$ cat src/logic/mtt_pkg.sv
package mtt_pkg;

  // ----------------------------------------
  // Sizes and timing
  // ----------------------------------------
  localparam int TMR_NUM = 8;
  localparam int TMR_IDX_W = 3;
  localparam int unsigned TICK_PERIOD_NS = 1000000;
  localparam int unsigned CLK_PERIOD_NS = 25;
  localparam int unsigned TICK_CYCLES = TICK_PERIOD_NS / CLK_PERIOD_NS;
  localparam logic [30:0] TICK_MAX = 31'h7fffffff;
  localparam logic [31:0] INTERVAL_MIN = 32'h00000001;
  localparam logic [31:0] INTERVAL_MAX = 32'h8000270f;

  // ----------------------------------------
  // Register offsets
  // ----------------------------------------
  localparam logic [7:0] OFS_INTERVAL = 8'h00;
  localparam logic [7:0] OFS_MODE = 8'h04;
  localparam logic [7:0] OFS_ARM = 8'h08;
  localparam logic [7:0] OFS_DISARM = 8'h0c;
  localparam logic [7:0] OFS_QUERY_SEL = 8'h10;
  localparam logic [7:0] OFS_REMAIN = 8'h14;
  localparam logic [7:0] OFS_EVENT = 8'h18;
  localparam logic [7:0] OFS_ERR = 8'h1c;
  localparam logic [7:0] OFS_TICK = 8'h20;
  localparam logic [7:0] OFS_START = 8'h24;
  localparam logic [7:0] OFS_ELAPSED = 8'h28;
  localparam logic [7:0] OFS_INFO_SEL = 8'h2c;
  localparam logic [7:0] OFS_INFO = 8'h30;

  // ----------------------------------------
  // Error codes, information items, reset values
  // ----------------------------------------
  localparam logic [1:0] ERR_NONE = 2'h0;
  localparam logic [1:0] ERR_INVALID_TIMER = 2'h1;
  localparam logic [1:0] ERR_INVALID_INTERVAL = 2'h2;
  localparam logic [31:0] INFO_TMR_GRAN = 32'h000007d2;
  localparam logic [31:0] INFO_TMR_COUNT = 32'h000007d3;
  localparam logic [31:0] INFO_TICK_RES = 32'h000007d4;
  localparam logic [31:0] TMR_GRAN_US = 32'h000003e8;
  localparam logic [31:0] TICK_RES_US = 32'h000003e8;
  localparam logic [31:0] REG_RESET = 32'h00000000;

  // ----------------------------------------
  // Types
  // ----------------------------------------
  typedef struct packed {
    logic wr;
    logic rd;
    logic [7:0] addr;
    logic [31:0] wdata;
  } mtt_bus_t;

  typedef struct packed {
    logic [30:0] reload;
    logic [30:0] remain;
    logic active;
    logic recur;
  } mtt_entry_t;

  typedef enum logic [1:0] {SC_IDLE, SC_RD, SC_WB} mtt_scan_t;

endpackage

$ cat src/logic/mtt_ms_tick.sv
`timescale 1ns/100ps
module mtt_ms_tick
  import mtt_pkg::*;
#(
  parameter int unsigned CYCLES = TICK_CYCLES
) (
  // Clock and reset.
  input wire logic clk,
  input wire logic srst,
  // One pulse per millisecond.
  output logic tick
);

  localparam int CW = $clog2(CYCLES + 1);

  logic [CW-1:0] cnt_r;
  logic tick_r;

  always_ff @(posedge clk) begin
    if (srst) begin
      cnt_r <= '0;
      tick_r <= 1'b0;
    end else if (cnt_r == CW'(CYCLES - 1)) begin
      cnt_r <= '0;
      tick_r <= 1'b1;
    end else begin
      cnt_r <= cnt_r + 1'b1;
      tick_r <= 1'b0;
    end
  end

  assign tick = tick_r;

endmodule

$ cat src/logic/mtt_tmr_mem.sv
`timescale 1ns/100ps
module mtt_tmr_mem
  import mtt_pkg::*;
(
  // Clock.
  input wire logic clk,
  // Write port.
  input wire logic we,
  input wire logic [TMR_IDX_W-1:0] waddr,
  input wire mtt_entry_t wdata,
  // Registered read ports.
  input wire logic [TMR_IDX_W-1:0] raddr_a,
  output mtt_entry_t rdata_a,
  input wire logic [TMR_IDX_W-1:0] raddr_b,
  output mtt_entry_t rdata_b
);

  // Read-before-write: a read of the word being written returns the old value.
  mtt_entry_t mem [TMR_NUM];
  mtt_entry_t rd_a_r;
  mtt_entry_t rd_b_r;

  initial begin
    for (int i = 0; i < TMR_NUM; i++) begin
      mem[i] = '0;
    end
  end

  always_ff @(posedge clk) begin
    if (we) begin
      mem[waddr] <= wdata;
    end
    rd_a_r <= mem[raddr_a];
    rd_b_r <= mem[raddr_b];
  end

  assign rdata_a = rd_a_r;
  assign rdata_b = rd_b_r;

endmodule

$ cat src/logic/mtt_top.sv
// Implementation choices: the plain strobed port and the register offsets.
`timescale 1ns/100ps
module mtt_top
  import mtt_pkg::*;
#(
  parameter int unsigned TICK_CYCLES_P = TICK_CYCLES
) (
  // Clock and reset.
  input wire logic clk,
  input wire logic srst,
  // Register port.
  input wire mtt_bus_t bus,
  output logic [31:0] rdata,
  // Expiry flags.
  output logic [TMR_NUM-1:0] timer_expiry_event
);

  // ----------------------------------------
  // Decoding
  // ----------------------------------------
  function automatic logic idx_ok(input logic [31:0] v);
    return v < 32'(TMR_NUM);
  endfunction

  logic ms_tick;
  logic [31:0] interval_r;
  logic [31:0] mode_r;
  logic [TMR_IDX_W-1:0] sel_r;
  logic [TMR_NUM-1:0] evt_r;
  logic [TMR_NUM-1:0] evt_nxt;
  logic [1:0] err_r;
  logic [30:0] tick_r;
  logic [31:0] start_r;
  logic [30:0] elapsed_r;
  logic [31:0] info_sel_r;
  logic [31:0] rdata_r;
  logic tick_pend_r;
  logic hit_r;
  mtt_scan_t state_r;
  mtt_scan_t state_nxt;
  logic [TMR_IDX_W-1:0] scan_idx_r;
  mtt_entry_t rd_a;
  mtt_entry_t rd_b;

  wire wr_interval = bus.wr && bus.addr == OFS_INTERVAL;
  wire wr_mode = bus.wr && bus.addr == OFS_MODE;
  wire wr_arm = bus.wr && bus.addr == OFS_ARM;
  wire wr_disarm = bus.wr && bus.addr == OFS_DISARM;
  wire wr_query = bus.wr && bus.addr == OFS_QUERY_SEL;
  wire wr_event = bus.wr && bus.addr == OFS_EVENT;
  wire wr_start = bus.wr && bus.addr == OFS_START;
  wire wr_info = bus.wr && bus.addr == OFS_INFO_SEL;
  wire wdata_idx_ok = idx_ok(bus.wdata);
  wire [TMR_IDX_W-1:0] cmd_idx = bus.wdata[TMR_IDX_W-1:0];

  // Negative and oversized intervals are both caught; the sign test alone covers both.
  wire interval_ok = interval_r >= INTERVAL_MIN && !interval_r[31] && interval_r <= INTERVAL_MAX;
  wire arm_go = wr_arm && wdata_idx_ok && interval_ok;
  wire disarm_go = wr_disarm && wdata_idx_ok;
  wire cmd_we = arm_go || disarm_go;

  // ----------------------------------------
  // Timer table
  // ----------------------------------------
  mtt_entry_t arm_ent;
  assign arm_ent.reload = interval_r[30:0];
  assign arm_ent.remain = interval_r[30:0];
  assign arm_ent.active = 1'b1;
  assign arm_ent.recur = |mode_r;

  wire at_end = rd_a.active && rd_a.remain == 31'h00000001;
  wire retry = cmd_we || hit_r;
  wire scan_we = state_r == SC_WB && !retry;
  wire expire_now = scan_we && at_end;

  mtt_entry_t scan_ent;
  assign scan_ent.reload = rd_a.reload;
  assign scan_ent.recur = rd_a.recur;
  assign scan_ent.active = rd_a.active && !(at_end && !rd_a.recur);
  assign scan_ent.remain = !rd_a.active ? rd_a.remain :
                           at_end ? (rd_a.recur ? rd_a.reload : 31'h00000000) :
                           rd_a.remain - 31'h00000001;

  wire mem_we = cmd_we || scan_we;
  wire [TMR_IDX_W-1:0] mem_waddr = cmd_we ? cmd_idx : scan_idx_r;
  mtt_entry_t mem_wdata;
  assign mem_wdata = arm_go ? arm_ent : disarm_go ? mtt_entry_t'('0) : scan_ent;

  mtt_tmr_mem u_mem (
    .clk(clk),
    .we(mem_we),
    .waddr(mem_waddr),
    .wdata(mem_wdata),
    .raddr_a(scan_idx_r),
    .rdata_a(rd_a),
    .raddr_b(sel_r),
    .rdata_b(rd_b)
  );

  mtt_ms_tick #(.CYCLES(TICK_CYCLES_P)) u_tick (
    .clk(clk),
    .srst(srst),
    .tick(ms_tick)
  );

  // ----------------------------------------
  // Millisecond sweep
  // ----------------------------------------
  // A command write owns the table port, so the sweep retries that word; a host
  // writing commands on every cycle would hold the sweep off.
  always_comb begin
    state_nxt = state_r;
    unique case (state_r)
      SC_IDLE: if (tick_pend_r) state_nxt = SC_RD;
      SC_RD: state_nxt = SC_WB;
      SC_WB: begin
        if (!retry && scan_idx_r == TMR_IDX_W'(TMR_NUM - 1)) begin
          state_nxt = SC_IDLE;
        end else begin
          state_nxt = SC_RD;
        end
      end
    endcase
  end

  always_ff @(posedge clk) begin
    if (srst) begin
      state_r <= SC_IDLE;
      scan_idx_r <= '0;
      tick_pend_r <= 1'b0;
      hit_r <= 1'b0;
    end else begin
      state_r <= state_nxt;
      hit_r <= cmd_we && cmd_idx == scan_idx_r;
      tick_pend_r <= ms_tick || (tick_pend_r && state_r != SC_IDLE);
      if (state_r == SC_IDLE) begin
        scan_idx_r <= '0;
      end else if (scan_we) begin
        scan_idx_r <= scan_idx_r + 1'b1;
      end
    end
  end

  // ----------------------------------------
  // Event flags
  // ----------------------------------------
  // A new expiry wins over a clear that lands in the same cycle.
  for (genvar i = 0; i < TMR_NUM; i++) begin : g_evt
    assign evt_nxt[i] = (expire_now && scan_idx_r == TMR_IDX_W'(i)) ||
                        (evt_r[i] && !(wr_event && bus.wdata[i]));
  end

  // ----------------------------------------
  // Tick counter and elapsed time
  // ----------------------------------------
  wire [30:0] tick_inc = (tick_r == TICK_MAX) ? 31'h00000000 : tick_r + 31'h00000001;
  wire [30:0] since_fwd = 31'(tick_r - start_r[30:0]);
  wire [30:0] since_wrap = 31'((TICK_MAX - start_r[30:0]) + tick_r);
  wire [30:0] elapsed_nxt = start_r[31] ? 31'h00000000 :
                            (tick_r >= start_r[30:0]) ? since_fwd : since_wrap;

  // ----------------------------------------
  // Register file
  // ----------------------------------------
  wire [31:0] info_val = (info_sel_r == INFO_TICK_RES) ? TICK_RES_US :
                         (info_sel_r == INFO_TMR_COUNT) ? 32'(TMR_NUM) :
                         (info_sel_r == INFO_TMR_GRAN) ? TMR_GRAN_US : 32'h00000000;
  wire [31:0] remain_val = rd_b.active ? {1'b0, rd_b.remain} : 32'h00000000;
  wire [31:0] rd_val = (bus.addr == OFS_INTERVAL) ? interval_r :
                       (bus.addr == OFS_MODE) ? mode_r :
                       (bus.addr == OFS_QUERY_SEL) ? {{(32 - TMR_IDX_W){1'b0}}, sel_r} :
                       (bus.addr == OFS_REMAIN) ? remain_val :
                       (bus.addr == OFS_EVENT) ? {{(32 - TMR_NUM){1'b0}}, evt_r} :
                       (bus.addr == OFS_ERR) ? {30'h00000000, err_r} :
                       (bus.addr == OFS_TICK) ? {1'b0, tick_r} :
                       (bus.addr == OFS_START) ? start_r :
                       (bus.addr == OFS_ELAPSED) ? {1'b0, elapsed_r} :
                       (bus.addr == OFS_INFO_SEL) ? info_sel_r :
                       (bus.addr == OFS_INFO) ? info_val : 32'h00000000;

  wire cmd_seen = wr_arm || wr_disarm || wr_query;
  wire [1:0] err_nxt = !wdata_idx_ok ? ERR_INVALID_TIMER :
                       (wr_arm && !interval_ok) ? ERR_INVALID_INTERVAL : ERR_NONE;

  always_ff @(posedge clk) begin
    if (srst) begin
      interval_r <= REG_RESET;
      mode_r <= REG_RESET;
      sel_r <= '0;
      evt_r <= '0;
      err_r <= ERR_NONE;
      tick_r <= '0;
      start_r <= REG_RESET;
      elapsed_r <= '0;
      info_sel_r <= REG_RESET;
      rdata_r <= REG_RESET;
    end else begin
      if (wr_interval) interval_r <= bus.wdata;
      if (wr_mode) mode_r <= bus.wdata;
      if (wr_query && wdata_idx_ok) sel_r <= cmd_idx;
      if (cmd_seen) err_r <= err_nxt;
      if (wr_start) start_r <= bus.wdata;
      if (wr_info) info_sel_r <= bus.wdata;
      if (ms_tick) tick_r <= tick_inc;
      evt_r <= evt_nxt;
      elapsed_r <= elapsed_nxt;
      rdata_r <= bus.rd ? rd_val : 32'h00000000;
    end
  end

  assign rdata = rdata_r;
  assign timer_expiry_event = evt_r;

  // Every flag that is set and not being cleared must still be set a cycle later.
  wire [TMR_NUM-1:0] evt_keep = evt_r & ~(wr_event ? bus.wdata[TMR_NUM-1:0] : {TMR_NUM{1'b0}});
endmodule

$ cat config.mk
export PLATFORM = sky130hd
export DESIGN_NAME = mtt_top
export DESIGN_NICKNAME = d
export VERILOG_FILES = /design/src/logic/mtt_pkg.sv /design/src/logic/mtt_ms_tick.sv /design/src/logic/mtt_tmr_mem.sv /design/src/logic/mtt_top.sv
export SDC_FILE = /design/constraint.sdc
export NUM_CORES = 1
export LEC_CHECK = 0
export BUFFER_PORTS_ARGS = -buffer_cell sky130_fd_sc_hd__clkbuf_2
export CAP_MARGIN = 10
export CELL_PAD_IN_SITES_DETAIL_PLACEMENT = 1
export CELL_PAD_IN_SITES_GLOBAL_PLACEMENT = 2
export CORE_MARGIN = 3
export CORE_UTILIZATION = 47
export DETAILED_ROUTE_END_ITERATION = 10
export PLACE_DENSITY = 0.89
export SLEW_MARGIN = 10
export SYNTH_ARGS = -nofsm -noshare
export SYNTH_HDL_FRONTEND = slang
export SYNTH_SLANG_ARGS = --single-unit
$ cat constraint.sdc
create_clock -name clk -period 10.1 [get_ports clk]
set_clock_uncertainty 0.15 [all_clocks]
set_input_delay 1.515 -clock clk [delete_from_list [all_inputs] [get_ports clk]]
set_output_delay 1.515 -clock clk [all_outputs]
set_load 0.01 [all_outputs]
# Yosys cells after proc, flatten, opt, wreduce, memory -nomap -nowiden
# Memory sizes are Yosys's and may differ from the RTL's. A register that Yosys moved wholly into a read port is not among the register bits.
# Cells that the tools add are included.
# totals
ramBits	512
word_cells	172
out_inout_bits	40
in_bits	44
ff_bits	259
mem_count	1
# op_classes
reduce_logical	83
order_cmp	4
eq_ne	29
bitwise_logic	1
addsub	7
muxes	31
# memory_table
name	words	width	read_ports	rd_clocked_by_memory_dff	wr	line_no	text
u_mem.mem	8	64	2	2	1	mtt_tmr_mem.sv:19	mtt_entry_t mem [TMR_NUM];
# ops
operator	n
$mux W32	10
$mux W31	6
$mux W64	2
$eq A32 B11 Y1 const B	3
$logic_and A1 B1 Y1	47
$eq A8 B6 Y1 const B	5
$mux W10	4
$eq A8 B5 Y1 const B	4
$ge A32 B1 Y1 const B	1
$le A32 B32 Y1 const B	1
$lt A32 B4 Y1 const B	1
$reduce_or A32 Y1	1
$add A31 B1 Y31 const B	1
$add A31 B31 Y31	1
$eq A31 B1 Y1 const B	1
$eq A31 B31 Y1 const B	1
$ge A31 B31 Y1	1
$sub A31 B1 Y31 const B	1
$sub A31 B31 Y31	1
$sub A31 B31 Y31 const A	1
$add A16 B1 Y16 const B	1
$eq A16 B16 Y1 const B	1
$eq A8 B4 Y1 const B	2
$logic_or A1 B1 Y1	14
20 further kinds	44

# Depth between registers and ports, before layout
# logic_depth
depth_word	15
ltp_mapped	12
mapped_depth_nobuf	12

# By module
# From an unflattened synthesis, not the netlist that was laid out.
# unflattened
cells_unflattened	3132
hier_area_um2	40625.2
# by_module_without_submodules
mod	cells_per_inst	area_per_inst_um2	seq_area_each_um2	n_inst
mtt_tmr_mem	1107	25660.9	17937.2	1
mtt_top	1946	14216.1	4844.6	1
mtt_ms_tick	79	748.2	340.3	1

# Worst setup path before layout
# Ideal clock, no wire load.
# synth_timing
kind	in2reg
startpoint	input port bus[39] (netlist name)
endpoint	memory u_mem.mem[4][0] (netlist name), enable pin
t_required_ps	9464
arrival_ps	5871
path_stages	8
path_slack_ps	3593
n_path_buf	1
setup_time_ps	486
path_cell_list	nor4_2 nand3_1 nor3_1 o21ai_1 clkbuf_1 nor3b_1 a31oi_1 nor2_1
# synth_between
elab_chain_len	11
word_cells_on_any_way	15
cone_classes	eq/ne (2); mux (3); reduce/logical (10)
# synth_rtl
element	line_no	text
start, declared	mtt_top.sv:12	input wire mtt_bus_t bus,
$eq A8 B4 Y1	mtt_top.sv:47	wire wr_arm = bus.wr && bus.addr == OFS_ARM;
$logic_and A1 B1 Y1	mtt_top.sv:47	
$logic_and A1 B1 Y1 (2 in a row)	mtt_top.sv:58	wire arm_go = wr_arm && wdata_idx_ok && interval_ok;
$logic_or A1 B1 Y1 (*)	mtt_top.sv:60	wire cmd_we = arm_go || disarm_go;
$logic_or A1 B1 Y1	mtt_top.sv:72	wire retry = cmd_we || hit_r;
$logic_not A1 Y1	mtt_top.sv:73	wire scan_we = state_r == SC_WB && !retry;
$logic_and A1 B1 Y1	mtt_top.sv:73	
$logic_or A1 B1 Y1	mtt_top.sv:84	wire mem_we = cmd_we || scan_we;
$mux W1	mtt_tmr_mem.sv:30	if (we) begin
$mux W1 (implied by the code)	mtt_tmr_mem.sv:31	mem[waddr] <= wdata;
end, declared	mtt_tmr_mem.sv:19	
# Mark *: on every way between the ends. The rest lies on a longest branch, timed or not.

# Worst setup path in the final report
# layout_timing
startpoint	input port bus[18] (netlist name)
endpoint	memory u_mem.mem[4][18] (netlist name), enable pin
# layout_between
elab_chain_len	10
word_cells_on_any_way	12
cone_classes	order compare (1); mux (3); reduce/logical (8)
# layout_rtl
element	line_no	text
$lt A32 B4 Y1 (*)	mtt_top.sv:22	return v < 32'(TMR_NUM);
$logic_and A1 B1 Y1 (2 in a row)	mtt_top.sv:58	
$logic_or A1 B1 Y1 (*)	mtt_top.sv:60	
$logic_or A1 B1 Y1	mtt_top.sv:72	
$logic_not A1 Y1	mtt_top.sv:73	
$logic_and A1 B1 Y1	mtt_top.sv:73	
$logic_or A1 B1 Y1	mtt_top.sv:84	
$mux W1	mtt_tmr_mem.sv:30	
$mux W1 (implied by the code)	mtt_tmr_mem.sv:31	
# Marked as above.

==> run summary <==
Status = finished, final reports clean
Largest area contributor in the netlist = edfxtp_1
Footprint of the multi-input gates = 14700 sq um
Final setup viols = 0
GRT Residual Overflow = 0
Core area = 79600 sq um
Reg-to-Reg End = u_mem.mem[4][18]
CP arrival = 6.00 ns
Gpl congestion = 0.966
WL/cell = 28.2 microns
Max_slew headroom = 13.8%
Starting Density = 47.9%
# DRC = 0
DIE AREA = 84600 sq um
Routed Antenna Nets = 0
#FFs+latches synth = 867
Worst Reg-to-Reg Cells = 10
Setup Crit Path Kind = in -> reg
First-pass GRT wire length = 184 mm
Max Clock Freq = 0.170 GHz
Setup Fix Bufs, Post-CTS = 0
Worst-case hold slack = 0.314 ns
Clock sink count = 867
H-tree depth = 3
CP Capture Type = flip-flop
Avg Inst Size Synth = 12.0 sq um
Clk Latency, worst-skew pair = 0.66 ns
Via count of the routed design = 27300
Clock transition at path regs = 0.06 ns
RSZ-0062 raised after global routing = false
Tmin final = 5.88 ns
Hold Crit Class = reg -> reg
Die X = 291 microns
Sequential fraction of the synthesis area = 59.0%
Initial DRC Count = 2786
Row count = 103
Final Slew Violations = 0
All-Layer GR Usage = 28.5%
Leakage = 14.6 nW
Ys async rst share = 0%
IO Port Bufs = 83
Count of final hold-check violations = 0
Vias in the first global route = 28600
R2R Setup Slk = 4.90 ns
Ys flop type = edfxtp_1
Tcrit/Tclk final = 58.2%
Post-synth EDFFs = 512
Setup TNS = 0 ns
CTS Root Buffer Type = clkbuf_16
Worst Path Required = 10.23 ns
Nature of the critical path startpoint = input pin
CTS tree = built
CTS-repair resized insts = 0
Max IR drop VDD = 0.000148 V
CP max FO = 52
Top-count cell post-synth = nand2_1
Worst-Margin Slew = 1.29 ns
WL final = 122 mm
TritonCTS Buffers = 92
Area Growth Syn to Fin = 12.0%
Share of cells above drive strength 1 = 17.1%
Cell count after synthesis = 3180
Post-layout nets = 3292
MaxCap Viol Count = 0
Hold Path End = u_tick.cnt_r[0]
Synth area leaders = edfxtp_1 40%, dfxtp_1 19%, mux4_2 11%, nand2_1 6.8%, a21oi_1 3.3%
CTS max path bufs = 3
I/O Pins = 84
Setup WS post-layout = 4.22 ns
Reg area = 22500 sq um
Largest net degree at the start of global routing = 79
Drt pass-1 iters = 8
Synth cell types = 91
Hold Path Cell Cnt = 1
Total Power = 7.24 mW
Number of antenna violations at the first check in global routing = 5
Yosys warning count = 0
Hold-fix buffers, CTS = 0
FF-to-FF Start = interval_r[24]
Fin util = 53.6%
Min-delay src = u_tick.cnt_r[0]
Power per standard cell area = 170 nW/um^2
Fillers = 8112
Die height = 291 microns
Mapped Nets = 3268
Hpwl dp = 81.8 mm
Vias/cell = 6.29
Synth cell count leaders = 687 x nand2_1, 512 x edfxtp_1, 355 x dfxtp_1
Pre-CTS setup slack = 3.59 ns
Post-synth top area share = 40.3%
Mapped Area = 38100 sq um
-- sequential cells by signal, indices dropped and copies added (netlist names) --
name and flops:
u_mem.mem 512, u_mem.rdata_a 64, info_sel_r 32, interval_r 32, mode_r 32, rdata 32
start_r 32, u_mem.rdata_b 32, elapsed_r 31, tick_r 31, u_tick.cnt_r 16, timer_expiry_event 8
scan_idx_r 3, sel_r 3, err_r 2, state_r 2, hit_r 1, tick_pend_r 1
u_tick.tick 1
-- per-layer routing --
metal | share of wire [%] | track usage (%) | vias to the layer above
li1 | - | - | 11900
met1 | 41 | 37.7 | 14000
met5 | 0.038 | 0 | -
met4 | 4.2 | 11.5 | 8
met2 | 49 | 47.4 | 1130
met3 | 6.3 | 4.21 | 273
-- worst max-delay path, cell delays in order --
cell and delay [ns]:
clkbuf_2 0.15, nor3_1 0.46, nand4_1 0.47, nor3_1 0.89, o21ai_4 0.11, buf_4 0.34
nor3b_1 0.27, a31oi_1 0.15, nor2_4 0.82, buf_4 0.74
-- power breakdown --
part | switching (mW) | leakage [nW] | total [mW] | internal [mW]
sequential | 0.00267 | 7.50 | 3.71 | 3.70
clock | 1.46 | 1.53 | 3.45 | 1.99
combinational | 0.0592 | 5.53 | 0.0807 | 0.0215
-- area by class of cell --
| class | instances | share of cell area [%] |
|---|---|---|
| clock buffers | 140 | 6.39 |
| clock inverters | 34 | 0.961 |
| multi-input cells | 2051 | 34.5 |
| diodes | 1 | 0.00586 |
| repair buffers | 131 | 1.82 |
| well taps | 1050 | 3.08 |
| inverters | 61 | 0.536 |
| flip-flops and latches | 867 | 52.7 |
-- per-stage QoR --
step | cells | instance area [sq um]
4_1_cts | 4334 | 42700
6_report | 4335 | 42700
5_1_grt | 4335 | 42700
2_1_floorplan | 3180 | 38100
3_5_place_dp | 4160 | 39500
3_3_place_gp | 4160 | 39500
-- worst max-delay path by stage --
stage                        from          endpoint  slack (ns)  cells after the start
after detailed placement  bus[18]  u_mem.mem[4][62]        3.59                     10
after global routing      bus[18]  u_mem.mem[4][17]        4.09                     10
after CTS                 bus[19]  u_mem.mem[4][18]        4.27                     10
after floorplan           bus[39]   u_mem.mem[4][0]        3.59                      8
after global placement    bus[18]  u_mem.mem[4][62]        3.66                     10
final                     bus[18]  u_mem.mem[4][18]        4.22                     10
-- layout by cell type, fill, tap and decap left out, types with 15 or more instances in the layout --
cell       instances
clkbuf_2          82
nand4_1           31
edfxtp_1         512
clkbuf_16         96
xnor2_1           21
a22oi_1           24
xor2_1            38
nor3_1            42
nor4_1            41
dfxtp_1          349
clkbuf_8          16
a221oi_1          48
mux2i_1           15
clkinv_2          15
a31oi_1           15
a21o_1            28
o21ai_0          112
nand2_1          687
o211ai_1          26
inv_1             59
buf_4             49
clkbuf_1          28
ha_1              42
nand3_1           38
a21oi_1          250
nor2_1           150
and2_1            16
mux2_2            34
mux4_2           192
and3_1            15
-- cells by family after synthesis --
family          synth area share [%]
buf+inv                         2.69
flops                           59.0
fa+ha+maj                       1.48
simple gates                    12.5
mux                             12.7
xor+xnor                        1.36
compound gates                  10.2
Note: power is estimated with default switching activity, not from simulation.
